$ cat src/hw/mct_pkg.sv
// Constants and types shared by the match/capture timer design
package mct_pkg;
  localparam int          MCT_NMAT      = 4;
  localparam int          MCT_NCAP      = 3;
  localparam int          MCT_AW        = 8;
  // Register byte offsets
  localparam logic [7:0]  MCT_STAT_OFS  = 8'h00;
  localparam logic [7:0]  MCT_CTRL_OFS  = 8'h04;
  localparam logic [7:0]  MCT_TC_OFS    = 8'h08;
  localparam logic [7:0]  MCT_PR_OFS    = 8'h0c;
  localparam logic [7:0]  MCT_PC_OFS    = 8'h10;
  localparam logic [7:0]  MCT_MCR_OFS   = 8'h14;
  localparam logic [7:0]  MCT_CCR_OFS   = 8'h18;
  localparam logic [7:0]  MCT_CTCR_OFS  = 8'h1c;
  localparam logic [7:0]  MCT_EMR_OFS   = 8'h20;
  localparam logic [7:0]  MCT_PWMC_OFS  = 8'h24;
  localparam logic [7:0]  MCT_MASK_OFS  = 8'h28;
  localparam logic [3:0]  MCT_MR_PAGE   = 4'h3;
  localparam logic [3:0]  MCT_CR_PAGE   = 4'h4;
  localparam logic [3:0]  MCT_SH_PAGE   = 4'h5;
  // Field positions
  localparam int          MCT_CTRL_EN   = 0;
  localparam int          MCT_CTRL_HOLD = 1;
  localparam int          MCT_MCR_INT   = 0;
  localparam int          MCT_MCR_RST   = 1;
  localparam int          MCT_MCR_STOP  = 2;
  localparam int          MCT_MCR_RLD   = 12;
  localparam int          MCT_CCR_RISE  = 0;
  localparam int          MCT_CCR_FALL  = 1;
  localparam int          MCT_CCR_INT   = 2;
  localparam int          MCT_CT_CLREN  = 2;
  localparam int          MCT_CT_CLRCH  = 3;
  localparam int          MCT_CT_CLRFL  = 5;
  localparam int          MCT_EMR_CTL   = 4;
  localparam int          MCT_STAT_CAP  = 4;
  // Reset values
  localparam logic [31:0] MCT_RST_WORD  = 32'h0000_0000;
  localparam logic [3:0]  MCT_RST_EMR   = 4'h0;
  // Count source in the low two bits of CTCR
  typedef enum logic [1:0] {
    MCT_SRC_TIMER = 2'h0,
    MCT_SRC_RISE  = 2'h1,
    MCT_SRC_FALL  = 2'h2,
    MCT_SRC_BOTH  = 2'h3
  } mct_src_t;
  // Match output action
  typedef enum logic [1:0] {
    MCT_ACT_NONE = 2'h0,
    MCT_ACT_LOW  = 2'h1,
    MCT_ACT_HIGH = 2'h2,
    MCT_ACT_TGL  = 2'h3
  } mct_act_t;
endpackage

$ cat src/hw/mct_edge_sync.sv
// Two-flop synchroniser with rise and fall pulse detection
`timescale 1ns/1ns
module mct_edge_sync #(
  parameter int W = 4
) (
  // Clock and reset
  input  wire logic         core_clk,
  input  wire logic         arst_n,
  // Pins and edge pulses
  input  wire logic [W-1:0] sig_in,
  output logic      [W-1:0] rise,
  output logic      [W-1:0] fall
);
  import mct_pkg::*;

  typedef struct packed {
    logic [W-1:0] s1;
    logic [W-1:0] s2;
    logic [W-1:0] s3;
  } mct_sync_st_t;

  mct_sync_st_t st_reg;
  mct_sync_st_t st_next;

  always_comb
  begin
    st_next    = st_reg;
    st_next.s1 = sig_in;
    st_next.s2 = st_reg.s1;
    st_next.s3 = st_reg.s2;
  end

  always_ff @(posedge core_clk or negedge arst_n)
  begin
    if (!arst_n)
      st_reg <= '0;
    else
      st_reg <= st_next;
  end

  // Only the second and third stages feed the edge logic
  assign rise = st_reg.s2 & ~st_reg.s3;
  assign fall = ~st_reg.s2 & st_reg.s3;
endmodule

$ cat src/hw/mct_match_act.sv
// Next state of the external match outputs
`timescale 1ns/1ns
module mct_match_act (
  // Present state and control
  input  wire logic [3:0] cur,
  input  wire logic [7:0] ctl,
  input  wire logic [3:0] pwm,
  // Events
  input  wire logic [3:0] hit,
  input  wire logic       prst,
  // Result
  output logic      [3:0] nxt
);
  import mct_pkg::*;

  function automatic logic act_bit(logic c, logic [1:0] a);
    case (mct_act_t'(a))
      MCT_ACT_LOW:  act_bit = 1'b0;
      MCT_ACT_HIGH: act_bit = 1'b1;
      MCT_ACT_TGL:  act_bit = ~c;
      default:      act_bit = c;
    endcase
  endfunction

  always_comb
  begin
    for (int i = 0; i < 4; i++)
    begin
      nxt[i] = cur[i];
      if (pwm[i])
      begin
        // Edge at match, low again when the period restarts
        if (hit[i])
          nxt[i] = 1'b1;
        else if (prst)
          nxt[i] = 1'b0;
      end
      else if (hit[i])
        nxt[i] = act_bit(cur[i], ctl[2*i +: 2]);
    end
  end
endmodule

$ cat src/hw/mct_timer.sv
// Top of the 32-bit match/capture timer with prescaler and register port
//
// Summary of operation
// - 32-bit up counter advancing through a 32-bit prescaler.
// - Counts core clock cycles, or edges of an external count input.
// - Three capture registers latch the count on input edges, optional interrupt.
// - Four match registers; on equality counting continues, optional interrupt.
// - A match can stop the timer, interrupt selected separately.
// - A match can reset the count, interrupt selected separately.
// - Match values pass through shadow registers for glitch-free PWM updates.
// - Four match outputs go low, high, toggle or hold on match.
// - A chosen capture edge can clear both count and prescaler.
// - Match channels can drive single-edge PWM outputs, up to three.
`timescale 1ns/1ns
module mct_timer (
  // Clock and reset
  input  wire logic                       core_clk,
  input  wire logic                       arst_n,
  // Register port
  input  wire logic [mct_pkg::MCT_AW-1:0] reg_addr,
  input  wire logic [31:0]                reg_wdata,
  input  wire logic                       reg_wr,
  input  wire logic                       reg_rd,
  output logic      [31:0]                reg_rdata,
  // Pins
  input  wire logic                       count_in,
  input  wire logic [2:0]                 cap_in,
  output logic      [3:0]                 mat_out,
  // Interrupt
  output logic                            irq
);
  import mct_pkg::*;

  typedef struct packed {
    logic [6:0]       stat;
    logic [6:0]       mask;
    logic             en;
    logic             hold;
    logic [31:0]      tc;
    logic [31:0]      pc;
    logic [31:0]      pr;
    logic [15:0]      mcr;
    logic [8:0]       ccr;
    logic [5:0]       ctcr;
    logic [11:0]      emr;
    logic [3:0]       pwmc;
    logic [3:0][31:0] mr;
    logic [3:0][31:0] sh;
    logic [2:0][31:0] cr;
    logic [31:0]      rdata;
  } mct_st_t;

  mct_st_t    st_reg;
  mct_st_t    st_next;
  logic [3:0] rise;
  logic [3:0] fall;
  logic [3:0] act_nxt;
  logic       tick;
  logic       inc;
  logic [3:0] hit;
  logic       mat_rst;
  logic       mat_stop;
  logic [2:0] cap_ev;
  logic       cap_clr;
  logic       cnt_edge;
  logic [6:0] st_set;
  logic [6:0] st_clr;

  function automatic logic mcr_bit(logic [15:0] m, int ch, int f);
    mcr_bit = m[3*ch+f];
  endfunction

  function automatic logic ccr_bit(logic [8:0] c, int ch, int f);
    ccr_bit = c[3*ch+f];
  endfunction

  mct_edge_sync #(
    .W (4)
  ) u_sync (
    .core_clk (core_clk),
    .arst_n   (arst_n),
    .sig_in   ({count_in, cap_in}),
    .rise     (rise),
    .fall     (fall)
  );

  mct_match_act u_act (
    .cur  (st_reg.emr[3:0]),
    .ctl  (st_reg.emr[11:4]),
    .pwm  (st_reg.pwmc),
    .hit  (hit),
    .prst (mat_rst),
    .nxt  (act_nxt)
  );

  // Event decode from the registered state
  always_comb
  begin
    case (mct_src_t'(st_reg.ctcr[1:0]))
      MCT_SRC_RISE: cnt_edge = rise[3];
      MCT_SRC_FALL: cnt_edge = fall[3];
      MCT_SRC_BOTH: cnt_edge = rise[3] | fall[3];
      default:      cnt_edge = 1'b1;
    endcase
    tick     = st_reg.en && !st_reg.hold && cnt_edge;
    inc      = tick && (st_reg.pc == st_reg.pr);
    mat_rst  = 1'b0;
    mat_stop = 1'b0;
    for (int i = 0; i < MCT_NMAT; i++)
    begin
      hit[i]   = inc && (st_reg.tc == st_reg.mr[i]);
      mat_rst  = mat_rst | (hit[i] & mcr_bit(st_reg.mcr, i, MCT_MCR_RST));
      mat_stop = mat_stop | (hit[i] & mcr_bit(st_reg.mcr, i, MCT_MCR_STOP));
    end
    for (int i = 0; i < MCT_NCAP; i++)
      cap_ev[i] = (rise[i] & ccr_bit(st_reg.ccr, i, MCT_CCR_RISE)) |
                  (fall[i] & ccr_bit(st_reg.ccr, i, MCT_CCR_FALL));
    // Channel select 3 names no input, so the clear stays off
    cap_clr = 1'b0;
    if (st_reg.ctcr[MCT_CT_CLREN] && st_reg.ctcr[MCT_CT_CLRCH +: 2] != 2'h3)
      cap_clr = st_reg.ctcr[MCT_CT_CLRFL] ? fall[st_reg.ctcr[MCT_CT_CLRCH +: 2]]
                                          : rise[st_reg.ctcr[MCT_CT_CLRCH +: 2]];
    for (int i = 0; i < MCT_NMAT; i++)
      st_set[i] = hit[i] & mcr_bit(st_reg.mcr, i, MCT_MCR_INT);
    for (int i = 0; i < MCT_NCAP; i++)
      st_set[MCT_STAT_CAP+i] = cap_ev[i] & ccr_bit(st_reg.ccr, i, MCT_CCR_INT);
    st_clr = (reg_wr && reg_addr == MCT_STAT_OFS) ? reg_wdata[6:0] : 7'h00;
  end

  always_comb
  begin
    st_next = st_reg;
    // Hardware counting first; software writes to the count win below
    if (tick)
      st_next.pc = inc ? 32'h0 : st_reg.pc + 32'h1;
    if (inc)
    begin
      // A stopping match leaves the count on the matched value, unless a reset match in the same cycle clears it
      if (mat_rst)
        st_next.tc = 32'h0;
      else if (!mat_stop)
        st_next.tc = st_reg.tc + 32'h1;
    end
    for (int i = 0; i < MCT_NCAP; i++)
      if (cap_ev[i])
        st_next.cr[i] = st_reg.tc;
    if (cap_clr)
    begin
      st_next.tc = 32'h0;
      st_next.pc = 32'h0;
    end
    // Shadowed values go live only when the period restarts
    for (int i = 0; i < MCT_NMAT; i++)
      if (mat_rst && st_reg.mcr[MCT_MCR_RLD+i])
        st_next.mr[i] = st_reg.sh[i];
    st_next.emr[3:0] = act_nxt;
    if (reg_wr)
    begin
      case (reg_addr)
        MCT_CTRL_OFS:
        begin
          st_next.en   = reg_wdata[MCT_CTRL_EN];
          st_next.hold = reg_wdata[MCT_CTRL_HOLD];
        end
        MCT_TC_OFS:   st_next.tc = reg_wdata;
        MCT_PR_OFS:   st_next.pr = reg_wdata;
        MCT_PC_OFS:   st_next.pc = reg_wdata;
        MCT_MCR_OFS:  st_next.mcr = reg_wdata[15:0];
        MCT_CCR_OFS:  st_next.ccr = reg_wdata[8:0];
        MCT_CTCR_OFS: st_next.ctcr = reg_wdata[5:0];
        MCT_EMR_OFS:  st_next.emr = reg_wdata[11:0];
        MCT_PWMC_OFS: st_next.pwmc = reg_wdata[3:0];
        MCT_MASK_OFS: st_next.mask = reg_wdata[6:0];
        default:
        begin
          if (reg_addr[7:4] == MCT_MR_PAGE)
          begin
            st_next.sh[reg_addr[3:2]] = reg_wdata;
            // Without reload the new value takes effect at once
            if (!st_reg.mcr[MCT_MCR_RLD+reg_addr[3:2]])
              st_next.mr[reg_addr[3:2]] = reg_wdata;
          end
        end
      endcase
    end
    // A hold clears count and prescaler while it stands
    if (st_next.hold)
    begin
      st_next.tc = 32'h0;
      st_next.pc = 32'h0;
    end
    // Stop on match beats a same-cycle enable write
    if (mat_stop)
      st_next.en = 1'b0;
    // New events win over a same-cycle clear
    st_next.stat = (st_reg.stat & ~st_clr) | st_set;
    st_next.rdata = MCT_RST_WORD;
    if (reg_rd)
    begin
      case (reg_addr)
        MCT_STAT_OFS: st_next.rdata = {25'h0, st_reg.stat};
        MCT_CTRL_OFS: st_next.rdata = {30'h0, st_reg.hold, st_reg.en};
        MCT_TC_OFS:   st_next.rdata = st_reg.tc;
        MCT_PR_OFS:   st_next.rdata = st_reg.pr;
        MCT_PC_OFS:   st_next.rdata = st_reg.pc;
        MCT_MCR_OFS:  st_next.rdata = {16'h0, st_reg.mcr};
        MCT_CCR_OFS:  st_next.rdata = {23'h0, st_reg.ccr};
        MCT_CTCR_OFS: st_next.rdata = {26'h0, st_reg.ctcr};
        MCT_EMR_OFS:  st_next.rdata = {20'h0, st_reg.emr};
        MCT_PWMC_OFS: st_next.rdata = {28'h0, st_reg.pwmc};
        MCT_MASK_OFS: st_next.rdata = {25'h0, st_reg.mask};
        default:
        begin
          if (reg_addr[7:4] == MCT_MR_PAGE)
            st_next.rdata = st_reg.mr[reg_addr[3:2]];
          else if (reg_addr[7:4] == MCT_SH_PAGE)
            st_next.rdata = st_reg.sh[reg_addr[3:2]];
          else if (reg_addr[7:4] == MCT_CR_PAGE && reg_addr[3:2] != 2'h3)
            st_next.rdata = st_reg.cr[reg_addr[3:2]];
        end
      endcase
    end
  end

  always_ff @(posedge core_clk or negedge arst_n)
  begin
    if (!arst_n)
    begin
      st_reg          <= '0;
      st_reg.emr[3:0] <= MCT_RST_EMR;
    end
    else
      st_reg <= st_next;
  end

  assign reg_rdata = st_reg.rdata;
  assign mat_out   = st_reg.emr[3:0];
  assign irq       = |(st_reg.stat & st_reg.mask);

  logic sw_cnt;
  assign sw_cnt = reg_wr && (reg_addr == MCT_TC_OFS || reg_addr == MCT_PC_OFS ||
                  reg_addr == MCT_CTRL_OFS);

  logic emr_wr;
  assign emr_wr = reg_wr && reg_addr == MCT_EMR_OFS;
endmodule
$ cat config.mk
export PLATFORM = sky130hd
export DESIGN_NAME = mct_timer
export DESIGN_NICKNAME = d
export VERILOG_FILES = /design/src/hw/mct_pkg.sv /design/src/hw/mct_edge_sync.sv /design/src/hw/mct_match_act.sv /design/src/hw/mct_timer.sv
export SDC_FILE = /design/constraint.sdc
export NUM_CORES = 1
export LEC_CHECK = 0
export BUFFER_PORTS_ARGS = -buffer_cell sky130_fd_sc_hd__buf_2
export CAP_MARGIN = 20
export CORE_MARGIN = 2
export CORE_UTILIZATION = 68
export DETAILED_ROUTE_END_ITERATION = 10
export GPL_TIMING_DRIVEN = 0
export HOLD_SLACK_MARGIN = 0.03
export PLACE_DENSITY = 0.86
export SYNTH_ARGS = -nofsm -noshare
export SYNTH_HDL_FRONTEND = slang
export SYNTH_SLANG_ARGS = --single-unit
$ cat constraint.sdc
create_clock -name core_clk -period 6.1 [get_ports core_clk]
set_input_delay 1.22 -clock core_clk [delete_from_list [all_inputs] [get_ports core_clk]]
set_output_delay 1.22 -clock core_clk [all_outputs]
set_load 0.05 [all_outputs]
-- After elaboration in Yosys (flattened, before gate mapping)
Cells that the tools add are included.
- flip-flop bits (word level): 555
- bits in latches: 0
- RAM bits: 0
- bits in read-only memories: 0
- input port bits: 48
- output and inout bits: 37
- logic and storage cells: 214
- memories: 0
- add/subtract/negate cells: 3
- multiply operators: 0
- divide/modulo/power cells: 0
- order comparisons: 4
- equality and inequality tests: 35
- shifts and indexed selects: 0
- muxes and demuxes: 70
- bitwise gates (word level): 44
- reductions and logical operators: 30
- operators by type and width (cell ; number):
    32-bit two-way mux ; 20
    256-bit two-way mux ; 2
    401-bit two-way mux ; 1
    32-bit case mux with 11 select lines ; 1
    128-bit bitwise mux ; 2
    32-bit binary-select mux with 2-bit select ; 3
    32-bit == test ; 5
    128-bit two-way mux ; 1
    64-bit two-way mux ; 2
    32-bit by 1-bit adder with 32-bit output (second input constant) ; 2
    32-bit demux with 2-bit select ; 1
    8-bit by 5-bit == test with 1-bit output (second input constant) ; 4
    8-bit by 6-bit == test with 1-bit output (second input constant) ; 3
    1-bit two-way mux ; 22
    1-bit bitwise AND ; 21
    2-bit == test (second input constant) ; 10
    8-bit by 4-bit == test with 1-bit output (second input constant) ; 2
    16-bit two-way mux ; 1
    2-bit AND reduction ; 8
    1-bit logical AND ; 15
    1-bit case mux with 3 select lines ; 5
    7-bit bitwise AND ; 2
    12-bit two-way mux ; 1
    2-bit by 1-bit == test with 1-bit output (second input constant) ; 5
    other kinds (27) ; 47

-- Logic depth before layout (Yosys ltp)
- word-level depth: 19
- mapped depth: 12
- depth with buffers taken out: 10

-- Cells and area by module
Synthesis repeated with hierarchy kept, for this count alone.
- cells, all modules: 2801
- area total of the unflattened synthesis: 29881.2 um^2
- by module, submodules not included (module ; instances ; cells an instance ; area an instance (um^2) ; seq. area each (um^2)):
    mct_timer ; 1 ; 2762 ; 29358.2 ; 13588.0
    mct_edge_sync ; 1 ; 20 ; 370.4 ; 300.3
    mct_match_act ; 1 ; 19 ; 152.6 ; 0.0

-- Least setup slack after synthesis
Ideal clock, no wire load.
- path kind: input to register
- start point: input port reg_addr[2] in the netlist's numbering
- end point: register st_reg, in the netlist reg_rdata[21]
- setup time: 136 ps
- arrival time: 2958 ps
- data required time: 5964 ps
- setup slack: 3005 ps
- cell stages on the path: 6
- path through: buf_2 -> buf_2 -> buf_1 -> mux4_2 -> a22oi_1 -> a21oi_1
- RTL lines (what ; RTL line ; source):
    start, declared ; mct_timer.sv:20 ; input wire logic [mct_pkg::MCT_AW-1:0] reg_addr,
    end signal, assigned ; mct_timer.sv:233 ; st_reg <= st_next;
    end, declared ; mct_timer.sv:53 ; mct_st_t st_reg;

==> metrics.csv <==
stage,metric,value,unit
clock_network,cts_buffers,57,
clock_network,cts_max_level,2,
power_and_ir_drop,ir_worst_vdd,0.310,mV
sta,maxSlewViolCount,0,
finish,multi_input_area,14300,sq um
yosys,ys.warnings.count,0,
sta,fin_crit_sh,0.706,
worst_setup_path,cp-start-kind,flip-flop,
sta,fmax,232,MHz
yosys,synth_nets,2712,
yosys,async_reset_ff_frac,1.00,
yosys,ys.flop_type,dfrtp_1,
power_and_ir_drop,finalPower,9.59,mW
clock_network,cts_setup_buffers,0,
sta,setup-tns-final,0,ns
clock_network,cts_tree,built,
die,start_util,0.688,
worst_setup_path,crit_fanout,10,
placed_design,place.gp.congestion,1.09,
die,die_w,213,um
clock_network,cts_hold_buffers,0,
clock_network,cts_resized,0,
finish,area_growth,10.8,%
drt,via_per_inst,7.23,
sta,final-setup-viol-count,0,
grt,overflow,0,
grt,grt.total_usage,0.509,
die,die_h,213,um
sta,worst_pin_slew,1.24,ns
worst_setup_path,critical_path_class,reg -> reg,
yosys,synth_seq_cells,555,
drt,vias,24826,
clock_network,clk_pin_slew_worst_paths,0.06,ns
sta,clock-skew-final,0.0253,ns
worst_hold_path,hold_start,u_sync.st_next[4],
drt,drc,0,
sta,rsz0062_at_grt,false,
yosys,ys_types,66,
die,coreArea,43100,sq um
finish,final_cell_mix,"555 x dfrtp_1, 298 x mux2_2, 224 x nor2_1",
sta,fin_crit,4.31,ns
worst_setup_path,cp.arrival,4.78,ns
finish,final_nets,2855,
yosys,synthesis.area,29600,sq um
clock_network,clk_latency,0.64,ns
yosys,synth_edf_count,0,
worst_setup_path,slowest_stage,nor4_2,
worst_setup_path,r2r_start,st_reg[498],
sta,max_slew_margin,0.167,
grt,grt_pass1_vias,24796,
finish,layout-drive-gt1-share,0.263,
worst_setup_path,cp_num_buf_inv,2,
drt,postRouteAntennaNets,0,
grt,grt_pass1_wl,164000,um
outcome,status,"finished, final reports clean",
die,rows,76,
run,maxCapViolations,0,
yosys,yosysSeqAreaShare,0.469,
finish,final_common_cell,dfrtp_1,
die,ios,85,
worst_setup_path,critical_path.max_stage_delay,0.69,ns
drt,wl_per_cell,33.1,um
clock_network,cts_sinks,555,
clock_network,cts_buffer_depth,3,
finish,n_fill_cell,2737,
grt,grt_max_degree,134,
worst_setup_path,required,6.57,ns
placed_design,dpl.hpwl,82300,um
yosys,synthCells,2660,
worst_setup_path,critPathCaptureType,flip-flop,
worst_setup_path,crit_path_start,st_reg[498],
power_and_ir_drop,power_density,292,nW/um^2
die,dieArea,45300,sq um
clock_network,cts-root-buf,clkbuf_16,
drt,wirelength,114000,um
finish,seqCellArea,13900,sq um
drt,initialDrtViolationCount,3904,
yosys,syn_area_per_cell,11.1,sq um
sta,hold_violations,0,
worst_hold_path,hp-class,reg -> reg,
worst_setup_path,worstPathCellList,buf_4 > xnor2_1 > nand4_1 > nor4_2 > nand3_1 > nand4_1 > clkbuf_1 > nor3_1 > xnor2_1 > o21ai_0,
placed_design,io_buffers,75,
worst_setup_path,critPathTopFamily,simple AND/OR/NAND/NOR gates,
grt,grt_antenna_before_repair,7,
power_and_ir_drop,leakage,14.8,nW
drt,firstDrtPassIters,8,
[cell type report]
| type | count | area share |
|---|---|---|
| diodes | 1 | 0.0000762 |
| plain buffers | 266 | 0.0434 |
| clock buffers | 88 | 0.0510 |
| clock inverters | 16 | 0.00739 |
| inverters | 8 | 0.000914 |
| multi-input cells | 1831 | 0.435 |
| flip-flops and latches | 555 | 0.423 |
| well taps | 585 | 0.0223 |
| repair buffers | 84 | 0.0167 |
[kinds of logic after synthesis]
family | share of synthesized area
and+or+nand+nor | 0.107
DFF | 0.469
muxes | 0.206
AOI/OAI and AO/OA | 0.102
buffers and inverters | 0.0492
xor gates and xnor gates | 0.0656
adders and majority gates | 0.00169
[power by group]
group / total (mW) / internal, mW / switching, mW
combinational: 1.48 / 0.612 / 0.870
sequential: 4.43 / 4.01 / 0.414
clock: 3.69 / 2.13 / 1.55
[metal layers]
layer / GRT usage / routed length [um] / vias up
met5: 0 / 69 / -
met4: 0.330 / 8610 / 10
met3: 0.196 / 17100 / 545
met2: 0.718 / 47700 / 2206
met1: 0.659 / 40300 / 12302
li1: - / - / 9763
[Yosys cell counts (all sizes together) (6+ instances only)]
library cell,n,area share
a21oi,244,0.049
a221oi,29,0.0086
a22oi,62,0.016
mux2,299,0.11
dfrtp,555,0.47
nor3,40,0.0076
nor4,25,0.0074
a22o,10,0.0030
nand4,62,0.013
nand4b,6,0.0023
a211oi,8,0.0020
o21ai,67,0.011
clkbuf,131,0.017
xor2,15,0.0044
nor3b,10,0.0025
mux2i,130,0.044
a222oi,9,0.0030
nand3,37,0.0062
and3,14,0.0030
and2,9,0.0019
mux4,64,0.049
inv,8,0.0010
nor2,228,0.029
nand2,190,0.025
a31oi,8,0.0017
xnor2,206,0.061
buf,135,0.032
o211ai,11,0.0028
[path summary, 6_finish.rpt]
kind                                      to  slack, ns  depth (start not counted)
hold / removal             u_sync.st_next[0]       0.35                          0
setup / recovery                 st_reg[518]       1.79                         10
max in group asynchronous         st_reg[55]       3.90                          3
min in group asynchronous       reg_rdata[3]       0.55                          1
hold reg to reg            u_sync.st_next[0]       0.35                          0
setup reg to reg                 st_reg[518]       1.79                         10
[per-stage QoR]
step | utilization | hold slack, ns | cells | instance area, sq um | worst slack, ns
finish | 0.762 | 0.355 | 3434 | 32800 | 1.79
global route | 0.762 | 0.360 | 3433 | 32800 | 1.92
CTS | 0.761 | 0.356 | 3430 | 32800 | 2.11
detailed placement | 0.717 | 0.346 | 3326 | 30900 | 1.51
global placement | 0.714 | 0.334 | 3320 | 30700 | -7.08
floorplan | - | 0.331 | 2660 | 29600 | 3.01
No activity file was read; power rests on OpenSTA's default activity.
